<file path="config.mk">
export PLATFORM = sky130hd
export DESIGN_NAME = ceac_ctrl
export DESIGN_NICKNAME = d
export VERILOG_FILES = /design/src/ceac_pkg.sv /design/src/ceac_ctrl.sv
export SDC_FILE = /design/constraint.sdc
export NUM_CORES = 1
export LEC_CHECK = 0
export CAP_MARGIN = 20
export CORE_UTILIZATION = 50
export DETAILED_ROUTE_END_ITERATION = 10
export DONT_BUFFER_PORTS = 1
export PLACE_DENSITY_LB_ADDON = 0.05
export SYNTH_ARGS = -nofsm -noshare
export SYNTH_HDL_FRONTEND = slang
export SYNTH_SLANG_ARGS = --single-unit
</file>
<file path="constraint.sdc">
create_clock -name clk_in -period 4.05 [get_ports clk_in]
set_input_delay 0.6075 -clock clk_in [delete_from_list [all_inputs] [get_ports clk_in]]
set_output_delay 0.6075 -clock clk_in [all_outputs]
set_load 0.01 [all_outputs]
</file>
<file path="src/ceac_pkg.sv">
// Purpose: shared constants of the configuration eeprom access controller
// Assumes: byte-wide register accesses at the printed byte addresses
// Notes: command codes and field positions of the control/status word
package ceac_pkg;
  localparam logic [11:0] ADDR_CFG = 12'h500;
  localparam logic [11:0] ADDR_ACC = 12'h501;
  localparam logic [11:0] ADDR_CTL_LO = 12'h502;
  localparam logic [11:0] ADDR_CTL_HI = 12'h503;
  localparam logic [11:0] ADDR_ADR0 = 12'h504;
  localparam logic [11:0] ADDR_DAT0 = 12'h508;
  localparam logic [11:0] ADDR_DAT1 = 12'h509;
  localparam int CFG_OFFER = 0;
  localparam int CFG_FORCE = 1;
  localparam int ACC_TAKEN = 0;
  localparam int CTL_WE = 0;
  localparam int CTL_EMU = 5;
  localparam int CTL_RD8 = 6;
  localparam int CTL_ADR2 = 7;
  localparam int HI_CSUM = 3;
  localparam int HI_LOAD = 4;
  localparam int HI_ERR_ACK = 5;
  localparam int HI_ERR_WE = 6;
  localparam int HI_BUSY = 7;
  localparam logic [2:0] CMD_IDLE = 3'h0;
  localparam logic [2:0] CMD_READ = 3'h1;
  localparam logic [2:0] CMD_WRITE = 3'h2;
  localparam logic [2:0] CMD_RELOAD = 3'h4;
  localparam logic [31:0] ADDR_MASK_SMALL = 32'h0000_03ff;
  localparam logic [31:0] ADDR_MASK_LARGE = 32'h0003_ffff;
  localparam logic [63:0] RD4_MASK = 64'h0000_0000_ffff_ffff;
endpackage : ceac_pkg

</file>
<file path="src/ceac_ctrl.sv">
// Purpose: eeprom ownership, command, status and data registers of the slave controller
// Assumes: one byte access per side per cycle; read data shows one cycle after the address
// Notes: bit-level i2c is done outside; this block hands it one request per command in normal mode
// Operation
// [RQ1] master-only bit offers eeprom to host
// [RQ2] force bit set clears host access bit
// [RQ3] host access writes only when offered, unforced
// [RQ4] write enable reads one under host ownership
// [RQ5] master write enable clears at frame start
// [RQ6] commands: idle, read, write, reload
// [RQ7] command field shows running command, then 000
// [RQ8] command writes ignored while ack error set
// [RQ9] idle or valid command clears error bits
// [RQ10] nack or invalid command sets ack error
// [RQ11] write without enable sets error, no write
// [RQ12] busy bit reflects running operation
// [RQ13] busy blocks control, address, data writes
// [RQ14] status bit reports four or eight bytes
// [RQ15] status bit reports address byte count
// [RQ16] word address masked by eeprom size
// [RQ17] status bit reports emulation mode
// [RQ18] emulating host acknowledges by writing command
// [RQ19] host acknowledge clears event request
// [RQ20] emulating host fills data on read/reload
// [RQ21] data low word writable, upper read-only
// [RQ22] loading and checksum status bits
// [RQ23] normal mode issues i2c transactions
`timescale 1ns/10ps
module ceac_ctrl
  import ceac_pkg::*;
(
  input wire logic clk_in,
  input wire logic rst_in,
  input wire logic fm_wr_in,
  input wire logic [11:0] fm_addr_in,
  input wire logic [7:0] fm_wdata_in,
  output logic [7:0] fm_rdata_out,
  input wire logic lh_wr_in,
  input wire logic [11:0] lh_addr_in,
  input wire logic [7:0] lh_wdata_in,
  output logic [7:0] lh_rdata_out,
  input wire logic sof_in,
  input wire logic emu_strap_in,
  input wire logic rd8_strap_in,
  input wire logic addr2_strap_in,
  input wire logic load_done_in,
  input wire logic csum_err_in,
  output logic i2c_req_out,
  output logic [2:0] i2c_cmd_out,
  output logic i2c_addr2_out,
  output logic [31:0] i2c_addr_out,
  output logic [15:0] i2c_wdata_out,
  input wire logic i2c_done_in,
  input wire logic i2c_nack_in,
  input wire logic [63:0] i2c_rdata_in,
  output logic app_layer_event_request_out
);

  typedef struct packed {
    logic offer;
    logic force_m;
    logic host_acc;
    logic we;
    logic [2:0] cmd;
    logic err_ack;
    logic err_we;
    logic busy;
    logic emu;
    logic rd8;
    logic addr2;
    logic loaded;
    logic csum;
    logic [31:0] addr;
    logic [63:0] data;
    logic [7:0] fm_rdata;
    logic [7:0] lh_rdata;
    logic i2c_req;
    logic [2:0] i2c_cmd;
    logic [31:0] i2c_addr;
    logic [15:0] i2c_wdata;
    logic ev_req;
  } ceac_state_t;

  ceac_state_t s;
  ceac_state_t next_s;
  logic host_owns;
  logic own_wr;
  logic [11:0] own_addr;
  logic [7:0] own_wdata;

  // read view of the register window, shared by both access ports
  function automatic logic [7:0] ceac_reg_byte(input ceac_state_t st, input logic [11:0] a, input logic owns);
    logic [7:0] b;
    b = 8'h00;
    if (a == ADDR_CFG) begin
      b[CFG_OFFER] = st.offer;
      b[CFG_FORCE] = st.force_m;
    end else if (a == ADDR_ACC) begin
      b[ACC_TAKEN] = st.host_acc;
    end else if (a == ADDR_CTL_LO) begin
      b[CTL_WE] = st.we | owns; // [RQ4]
      b[CTL_EMU] = st.emu; // [RQ17]
      b[CTL_RD8] = st.rd8; // [RQ14]
      b[CTL_ADR2] = st.addr2; // [RQ15]
    end else if (a == ADDR_CTL_HI) begin
      b[2:0] = st.cmd; // [RQ7]
      b[HI_CSUM] = st.csum; // [RQ22]
      b[HI_LOAD] = ~st.loaded; // [RQ22]
      b[HI_ERR_ACK] = st.err_ack;
      b[HI_ERR_WE] = st.err_we;
      b[HI_BUSY] = st.busy; // [RQ12]
    end else if (a[11:2] == ADDR_ADR0[11:2]) begin
      b = st.addr[{a[1:0], 3'h0} +: 8];
    end else if (a[11:3] == ADDR_DAT0[11:3]) begin
      b = st.data[{a[2:0], 3'h0} +: 8];
    end
    return b;
  endfunction : ceac_reg_byte

  // the owning side is the only one whose ordinary writes land
  assign host_owns = s.offer & s.host_acc; // [RQ1]
  assign own_wr = host_owns ? lh_wr_in : fm_wr_in;
  assign own_addr = host_owns ? lh_addr_in : fm_addr_in;
  assign own_wdata = host_owns ? lh_wdata_in : fm_wdata_in;

  // next-state logic; later assignments win, so a write enable write beats the frame-start clear in the same cycle
  always_comb begin
    next_s = s;
    next_s.i2c_req = 1'b0;
    next_s.loaded = load_done_in;
    next_s.csum = csum_err_in;
    if (sof_in) begin
      next_s.we = 1'b0; // [RQ5]
    end
    // host take/release only while offered and not forced
    if (lh_wr_in && lh_addr_in == ADDR_ACC && s.offer && !s.force_m) begin
      next_s.host_acc = lh_wdata_in[ACC_TAKEN]; // [RQ3]
    end
    // configuration byte is master-only; it comes after the host take so a force in the same cycle wins
    if (fm_wr_in && fm_addr_in == ADDR_CFG) begin
      next_s.offer = fm_wdata_in[CFG_OFFER]; // [RQ1]
      next_s.force_m = fm_wdata_in[CFG_FORCE];
      if (fm_wdata_in[CFG_FORCE]) begin
        next_s.host_acc = 1'b0; // [RQ2]
      end
    end
    // ordinary owner writes, all blocked while busy
    if (own_wr && !s.busy) begin // [RQ13]
      if (own_addr == ADDR_CTL_LO && !host_owns) begin
        next_s.we = own_wdata[CTL_WE];
      end else if (own_addr == ADDR_CTL_HI) begin
        if (own_wdata[2:0] == CMD_IDLE) begin
          next_s.err_ack = 1'b0; // [RQ9]
          next_s.err_we = 1'b0;
        end else if (!s.err_ack) begin // [RQ8]
          if (own_wdata[2:0] == CMD_READ || own_wdata[2:0] == CMD_WRITE || own_wdata[2:0] == CMD_RELOAD) begin
            next_s.err_ack = 1'b0; // [RQ9]
            next_s.err_we = 1'b0;
            if (own_wdata[2:0] == CMD_WRITE && !(s.we | host_owns)) begin
              next_s.err_we = 1'b1; // [RQ11]
            end else begin
              next_s.cmd = own_wdata[2:0]; // [RQ6]
              next_s.busy = 1'b1; // [RQ12]
              if (s.emu) begin
                next_s.ev_req = 1'b1;
              end else begin
                next_s.i2c_req = 1'b1; // [RQ23]
                next_s.i2c_cmd = own_wdata[2:0];
                next_s.i2c_addr = s.addr & (s.addr2 ? ADDR_MASK_LARGE : ADDR_MASK_SMALL); // [RQ16]
                next_s.i2c_wdata = s.data[15:0];
              end
            end
          end else begin
            next_s.err_ack = 1'b1; // [RQ10]
          end
        end
      end else if (own_addr[11:2] == ADDR_ADR0[11:2]) begin
        next_s.addr[{own_addr[1:0], 3'h0} +: 8] = own_wdata; // [RQ16]
      end else if (own_addr == ADDR_DAT0 || own_addr == ADDR_DAT1) begin
        next_s.data[{own_addr[2:0], 3'h0} +: 8] = own_wdata; // [RQ21]
      end
    end
    // emulating host serves the pending command while busy
    if (s.emu && s.busy && lh_wr_in) begin
      if (lh_addr_in == ADDR_CTL_HI && lh_wdata_in[2:0] == s.cmd) begin
        next_s.busy = 1'b0; // [RQ18]
        next_s.cmd = CMD_IDLE; // [RQ7]
        next_s.err_ack = lh_wdata_in[HI_ERR_ACK];
        next_s.ev_req = 1'b0; // [RQ19]
      end else if (lh_addr_in[11:3] == ADDR_DAT0[11:3] && (s.cmd == CMD_READ || s.cmd == CMD_RELOAD)) begin
        next_s.data[{lh_addr_in[2:0], 3'h0} +: 8] = lh_wdata_in; // [RQ20]
      end
    end
    // i2c engine completion in normal mode
    if (!s.emu && s.busy && i2c_done_in) begin
      next_s.busy = 1'b0; // [RQ12]
      next_s.cmd = CMD_IDLE; // [RQ7]
      next_s.err_ack = i2c_nack_in; // [RQ10]
      if (s.cmd == CMD_READ && !i2c_nack_in) begin
        next_s.data = s.rd8 ? i2c_rdata_in : (i2c_rdata_in & RD4_MASK); // [RQ14]
      end
    end
    next_s.fm_rdata = ceac_reg_byte(s, fm_addr_in, host_owns);
    next_s.lh_rdata = ceac_reg_byte(s, lh_addr_in, host_owns);
  end

  // single state register; straps are caught while reset is held
  always_ff @(posedge clk_in) begin
    if (rst_in) begin
      s <= '0;
      s.emu <= emu_strap_in;
      s.rd8 <= rd8_strap_in;
      s.addr2 <= addr2_strap_in;
    end else begin
      s <= next_s;
    end
  end

  // outputs straight from the state register
  assign fm_rdata_out = s.fm_rdata;
  assign lh_rdata_out = s.lh_rdata;
  assign i2c_req_out = s.i2c_req;
  assign i2c_cmd_out = s.i2c_cmd;
  assign i2c_addr2_out = s.addr2;
  assign i2c_addr_out = s.i2c_addr;
  assign i2c_wdata_out = s.i2c_wdata;
  assign app_layer_event_request_out = s.ev_req;
endmodule : ceac_ctrl

</file>
Word level (Yosys, flattened, before mapping)
Index checks and enable logic that the tools add are counted.
{"block": "classes", "add_sub_neg": 3, "eq_ne": 24, "shift": 10, "mux": 70, "n_bitwise": 12, "n_reduce_logical": 35}
{"operator": "2-to-1 mux 64 bit", "n": 11}
{"operator": "equality test 12 x 11 -> 1 bit, second input constant", "n": 12}
{"operator": "bitwise mux 64 bit", "n": 2}
{"operator": "variable shift 8 x 8 -> 64 bit, first input constant", "n": 2}
{"operator": "variable part select 64 x 7 -> 8 bit", "n": 2}
{"operator": "variable part select 8 x 8 -> 64 bit", "n": 2}
{"operator": "variable part select 32 x 6 -> 8 bit", "n": 2}
{"operator": "2-to-1 mux 8 bit", "n": 7}
{"operator": "2-to-1 mux 52 bit", "n": 1}
{"operator": "bitwise AND 32 x 18 -> 32 bit", "n": 1}
{"operator": "bitwise mux 32 bit", "n": 1}
{"operator": "variable shift 8 x 7 -> 32 bit, first input constant", "n": 1}
{"operator": "variable part select 8 x 7 -> 32 bit", "n": 1}
{"operator": "2-to-1 mux 1 bit", "n": 31}
{"operator": "equality test 10 x 9 -> 1 bit, second input constant", "n": 3}
{"operator": "equality test 9 x 8 -> 1 bit, second input constant", "n": 2}
{"operator": "2-to-1 mux 18 bit", "n": 1}
{"operator": "2-to-1 mux 6 bit", "n": 3}
{"operator": "negation 6 -> 8 bit", "n": 2}
{"operator": "2-to-1 mux 3 bit", "n": 5}
{"operator": "logical AND 1 bit", "n": 14}
{"operator": "2-to-1 mux 12 bit", "n": 1}
{"operator": "inverter 1 bit", "n": 9}
{"operator": "2-to-1 mux 2 bit", "n": 4}
{"operator": "other kinds (21)", "n": 34}
{"block": "totals", "regBits": 180, "in_bits": 116, "output_inout_bits": 70, "word_cells": 180}

Depth between registers and ports, before layout
{"block": "depth", "word_depth": 16, "ltp_mapped": 12, "ltp_nobuf": 9}

Worst setup path before layout
No wires, ideal clock.
{"block": "synth_path", "path_kind": "input to register", "start": "input port lh_addr_in[1]", "end": "register s[81] (netlist name)", "setup_time_ns": 0.086, "arrival_ns": 3.228, "required_ns": 3.964, "path_slack_ns": 0.737, "path_stages": 12, "path_buffers": 4, "path_cell_list": "buf_2 -> buf_1 -> inv_1 -> ha_1 -> ha_1 -> buf_1 -> inv_1 -> nor4_2 -> and3_1 -> buf_2 -> a221oi_1 -> a211oi_1"}
{"block": "synth_via", "elab_chain_len": 15, "word_cells_on_any_way": 27, "classes_between": "add/sub: 2; eq/ne: 5; shift: 4; mux: 13; reduce/logical: 3"}
{"item": "start, declared", "line_no": "ceac_ctrl.sv:39", "text": "input wire logic [11:0] lh_addr_in,"}
{"item": "2-to-1 mux 12 bit", "line_no": "ceac_ctrl.sv:123", "text": "assign own_addr = host_owns ? lh_addr_in : fm_addr_in;"}
{"item": "negation 6 -> 8 bit", "line_no": "ceac_ctrl.sv:180", "text": "next_s.data[{own_addr[2:0], 3'h0} +: 8] = own_wdata;"}
{"item": "variable part select 8 x 8 -> 64 bit or variable shift 8 x 8 -> 64 bit (tied branches)", "line_no": "ceac_ctrl.sv:180"}
{"item": "bitwise mux 64 bit", "line_no": "ceac_ctrl.sv:180"}
{"item": "2-to-1 mux 64 bit", "line_no": "ceac_ctrl.sv:179", "text": "end else if (own_addr == ADDR_DAT0 || own_addr == ADDR_DAT1) begin"}
{"item": "2-to-1 mux 64 bit", "line_no": "ceac_ctrl.sv:177", "text": "end else if (own_addr[11:2] == ADDR_ADR0[11:2]) begin"}
{"item": "2-to-1 mux 64 bit", "line_no": "ceac_ctrl.sv:151", "text": "end else if (own_addr == ADDR_CTL_HI) begin"}
{"item": "2-to-1 mux 64 bit", "line_no": "ceac_ctrl.sv:149", "text": "if (own_addr == ADDR_CTL_LO && !host_owns) begin"}
{"item": "2-to-1 mux 64 bit", "line_no": "ceac_ctrl.sv:148", "text": "if (own_wr && !s.busy) begin"}
{"item": "bitwise mux 64 bit", "line_no": "ceac_ctrl.sv:191", "text": "next_s.data[{lh_addr_in[2:0], 3'h0} +: 8] = lh_wdata_in;"}
{"item": "2-to-1 mux 64 bit", "line_no": "ceac_ctrl.sv:190", "text": "end else if (lh_addr_in[11:3] == ADDR_DAT0[11:3] && (s.cmd == CMD_READ || s.cmd == CMD_RELOAD)) begin"}
{"item": "2-to-1 mux 64 bit", "line_no": "ceac_ctrl.sv:185", "text": "if (lh_addr_in == ADDR_CTL_HI && lh_wdata_in[2:0] == s.cmd) begin"}
{"item": "2-to-1 mux 64 bit (*)", "line_no": "ceac_ctrl.sv:184", "text": "if (s.emu && s.busy && lh_wr_in) begin"}
{"item": "2-to-1 mux 64 bit", "line_no": "ceac_ctrl.sv:199", "text": "if (s.cmd == CMD_READ && !i2c_nack_in) begin"}
{"item": "2-to-1 mux 64 bit (*)", "line_no": "ceac_ctrl.sv:195", "text": "if (!s.emu && s.busy && i2c_done_in) begin"}
{"item": "end signal, assigned", "line_no": "ceac_ctrl.sv:215", "text": "s <= next_s;"}
{"item": "end, declared", "line_no": "ceac_ctrl.sv:84", "text": "ceac_state_t s;"}
Mark *: on every way between the ends. The rest lies on a longest branch, timed or not.
A chain may end at the register's enable or synchronous reset.

Final worst setup path
{"block": "layout_path", "start": "register s[177] (netlist name)", "end": "register s[125] (netlist name)"}
{"block": "layout_via", "elab_chain_len": 16, "word_cells_on_any_way": 28, "classes_between": "add/sub: 1; eq/ne: 5; shift: 2; mux: 15; bitwise: 1; reduce/logical: 4"}
{"item": "bitwise AND 1 bit (*)", "line_no": "ceac_ctrl.sv:121", "text": "assign host_owns = s.offer & s.host_acc;"}
{"item": "2-to-1 mux 12 bit", "line_no": "ceac_ctrl.sv:123"}
{"item": "negation 6 -> 8 bit", "line_no": "ceac_ctrl.sv:180"}
{"item": "variable part select 8 x 8 -> 64 bit or variable shift 8 x 8 -> 64 bit (tied branches)", "line_no": "ceac_ctrl.sv:180"}
{"item": "bitwise mux 64 bit", "line_no": "ceac_ctrl.sv:180"}
{"item": "2-to-1 mux 64 bit", "line_no": "ceac_ctrl.sv:179"}
{"item": "2-to-1 mux 64 bit", "line_no": "ceac_ctrl.sv:177"}
{"item": "2-to-1 mux 64 bit", "line_no": "ceac_ctrl.sv:151"}
{"item": "2-to-1 mux 64 bit", "line_no": "ceac_ctrl.sv:149"}
{"item": "2-to-1 mux 64 bit (*)", "line_no": "ceac_ctrl.sv:148"}
{"item": "bitwise mux 64 bit", "line_no": "ceac_ctrl.sv:191"}
{"item": "2-to-1 mux 64 bit", "line_no": "ceac_ctrl.sv:190"}
{"item": "2-to-1 mux 64 bit", "line_no": "ceac_ctrl.sv:185"}
{"item": "2-to-1 mux 64 bit (*)", "line_no": "ceac_ctrl.sv:184"}
{"item": "2-to-1 mux 64 bit", "line_no": "ceac_ctrl.sv:199"}
{"item": "2-to-1 mux 64 bit (*)", "line_no": "ceac_ctrl.sv:195"}
Marks and branches as above.

==> results.cfg <==
[run_status]
outcome = finished clean

[timing]
fin_crit_sh_pct = 87.2
hold_viol = 0
fmax_mhz = 283
fin_skew_ns = 0.0116
post-route-min-period_ns = 3.53
finalSetupViolations = 0
finalSetupTns_ns = 0
rsz0062_at_grt = no
maxSlewViolCount = 0
worst_pin_slew_ns = 0.898
relSlewSlack_pct = 39.7

[logic_synthesis]
ys_seq_elements = 166
synth_edf_count = 3
syn_avg_cell_area_um2 = 8.69
synth_compound_area_share_pct = 22.0
synth_top_family_by_area = compound AO/OA/AOI/OAI gates
synth_area_um2 = 10800
yosys.area_share.simple_pct = 20.3
synth_mux_area_share_pct = 16.5
synthAdderAreaFrac_pct = 1.27
synth_xor_area_share_pct = 0.323
yosys_warnings = 0
ys.flop_type = dfxtp_1
seq_area_frac_synth_pct = 30.9
synth.distinct_cells = 77
postSynthCellCount = 1248
async_flop_share_pct = 0

[power_and_ir_drop]
p_sw_uw = 993
netSwitchingFraction_pct = 27.6
p_leak_nw = 3.81
totalPowerFinal_mw = 3.60
pwr-share-seq_pct = 45.8
clockPowerShare_pct = 47.0
power_density_nw_per_um2 = 320
p_comb_share_pct = 7.2
internal_power_mw = 2.61
peakVddDrop_mv = 0.260

[setup_path]
critical_path.startpoint_type = flop
crit_type = reg -> reg
cp.required_ns = 4.42
path_max_fanout = 16
crit_start = s[177]
regToRegSetupSlack_ns = 0.52
r2r-start = s[177]
end_kind = flop
crit_arrival_ns = 3.90

[layout]
area_growth_pct = 3.73
final_cells = 1450
drive_gt1_share_pct = 13.0
final_nets = 1289
diodes = 0

[floorplan]
ios = 186
die-area_um2 = 22300
start_util_pct = 51.3
die_y_um = 149
row_count = 53
chipWidth_um = 149
coreArea_um2 = 21200

[global_routing]
grt_pass1_wl_um = 59000
gr-total-overflow = 0
grt_pass1_vias = 8995
antenna_found_initial = 1
grt.total_usage_pct = 36.5
grt_max_degree = 147

[cts]
post-cts-setup-buffer-count = 0
insertion_delay_ns = 0.44
cts_buffers = 17
cts_tree = built
clk_pin_slew_ns = 0.08
clockBufferDepth = 2
cts_hold_buf = 0
cts_resized = 0
ctsRootBufferMaster = clkbuf_16
cts_sinks = 166
h-tree-depth = 4

[min_path]
hp-class = in -> reg
hold_start = rst_in

[placement]
place_congestion = 0.943
hpwlAfterDp_um = 29400
io_buffers = 0
dp.cells = 1418

[detailed_routing]
route.antenna.remaining_nets = 0
num_vias = 10100
routedWlPerCell_um = 28.0
drt-total-wl_um = 40700
drt_iter0_markers = 1112
dr.pass1.iters = 5
drcViolationCount = 0
viasPerCell = 6.98

[job]
max_cap_violations = 0
## cells in the final DEF, fill, tap and decap left out, drive strengths merged, types with 18 or more instances in the layout
cell type,n
dfxtp,163
nor2,132
a21oi,117
mux2i,70
nand2,67
nor3,59
a211oi,50
mux4,46
nand3,42
o21ai,38
buf,36
nand4,23
inv,22
nand2b,21
a221oi,19
clkbuf,18
## cells by family (layout without fill, tap and decap cells)
family,Yosys count,in the layout
simple gates,424,424
compound gates,349,349
buf+inv,172,86
flops,166,166
mux,121,121
fa+ha+maj,11,11
xor+xnor,4,4
other cells,1,14
## worst paths after layout
| path | to | cells after the start |
|---|---|---|
| min | s[172] | 1 |
| min reg2reg | s[151] | 2 |
| max reg2reg | s[125] | 10 |
| max | s[125] | 10 |
## synthesized netlist by cell type (all sizes together) (6+ instances only)
cell type / instances / area share [%]
dfxtp: 163 / 30
nor2: 132 / 4.6
a21oi: 117 / 5.5
buf: 92 / 5.9
mux2i: 70 / 6.5
nand2: 67 / 2.3
clkbuf: 62 / 2.1
nor3: 59 / 3.2
a211oi: 50 / 3.5
mux4: 46 / 9.6
nand3: 42 / 1.9
o21ai: 38 / 1.8
nand4: 23 / 1.3
nand2b: 21 / 1.2
a221oi: 19 / 1.5
a31oi: 16 / 0.92
inv: 16 / 0.55
and3: 13 / 0.75
or3: 12 / 0.69
a211o: 11 / 0.89
and2: 11 / 0.63
ha: 11 / 1.3
nor2b: 11 / 0.63
nor4: 11 / 1.3
o22ai: 11 / 0.63
o2111ai: 8 / 0.65
a22oi: 7 / 0.48
a32oi: 7 / 0.57
a21boi: 6 / 0.42
## stage by stage
stage / hold slack [ns] / cell area [µm²] / util [%] / setup slack (ns)
4_1_cts: 0.230 / 11200 / 53.2 / 0.599
5_1_grt: 0.230 / 11200 / 53.2 / 0.312
3_3_place_gp: 0.455 / 10700 / 50.4 / 0.420
3_5_place_dp: 0.458 / 10700 / 50.4 / 0.501
6_report: 0.242 / 11200 / 53.2 / 0.519
2_1_floorplan: 0.438 / 10900 / - / 0.737
## power groups by stage
stage | sequential (mW) | combinational [mW] | clock, mW
after floorplan | 1.68 | 0.236 | 0
after global placement | 1.69 | 0.250 | 0
after detailed placement | 1.69 | 0.249 | 0
after CTS | 1.65 | 0.250 | 1.70
after global routing | 1.65 | 0.271 | 1.76
final | 1.65 | 0.258 | 1.69
## registers in the layout, summed over array words and instances, names as in the netlist
| name | cells |
|---|---|
| fm_rdata_out | 8 |
| s | 108 |
| i2c_req_out | 1 |
| i2c_addr2_out | 1 |
| i2c_cmd_out | 3 |
| i2c_addr_out | 18 |
| i2c_wdata_out | 16 |
| lh_rdata_out | 8 |
| next_s | 2 |
| app_layer_event_request_out | 1 |
## worst max-delay path, stage by stage, from the launching register on
cell and delay, ns:
dfxtp_1 0.45, buf_4 0.27, a21bo_2 0.22, nand2_1 0.17
inv_1 0.16, ha_1 0.30, a211oi_1 0.27, o2111a_1 0.54
nand2_1 0.39, or4_1 0.52, a31oi_1 0.17
## per-layer routing
metal	vias up	track usage, %	share of wire (%)
li1	4495	-	-
met1	4857	50.6	42
met2	680	53.8	43
met3	94	9.60	12
met4	2	14.1	3.5
met5	-	0	0.032
## layout make-up
type | instances | area (µm²)
clock inverter | 14 | 164
fill | 2003 | 9910
clock buffer | 18 | 429
timing repair buffer | 36 | 283
inverter | 18 | 67.6
tap | 275 | 344
sequential | 166 | 3350
multi-input combinational | 923 | 6610
Power figures use the tool's default switching activity.
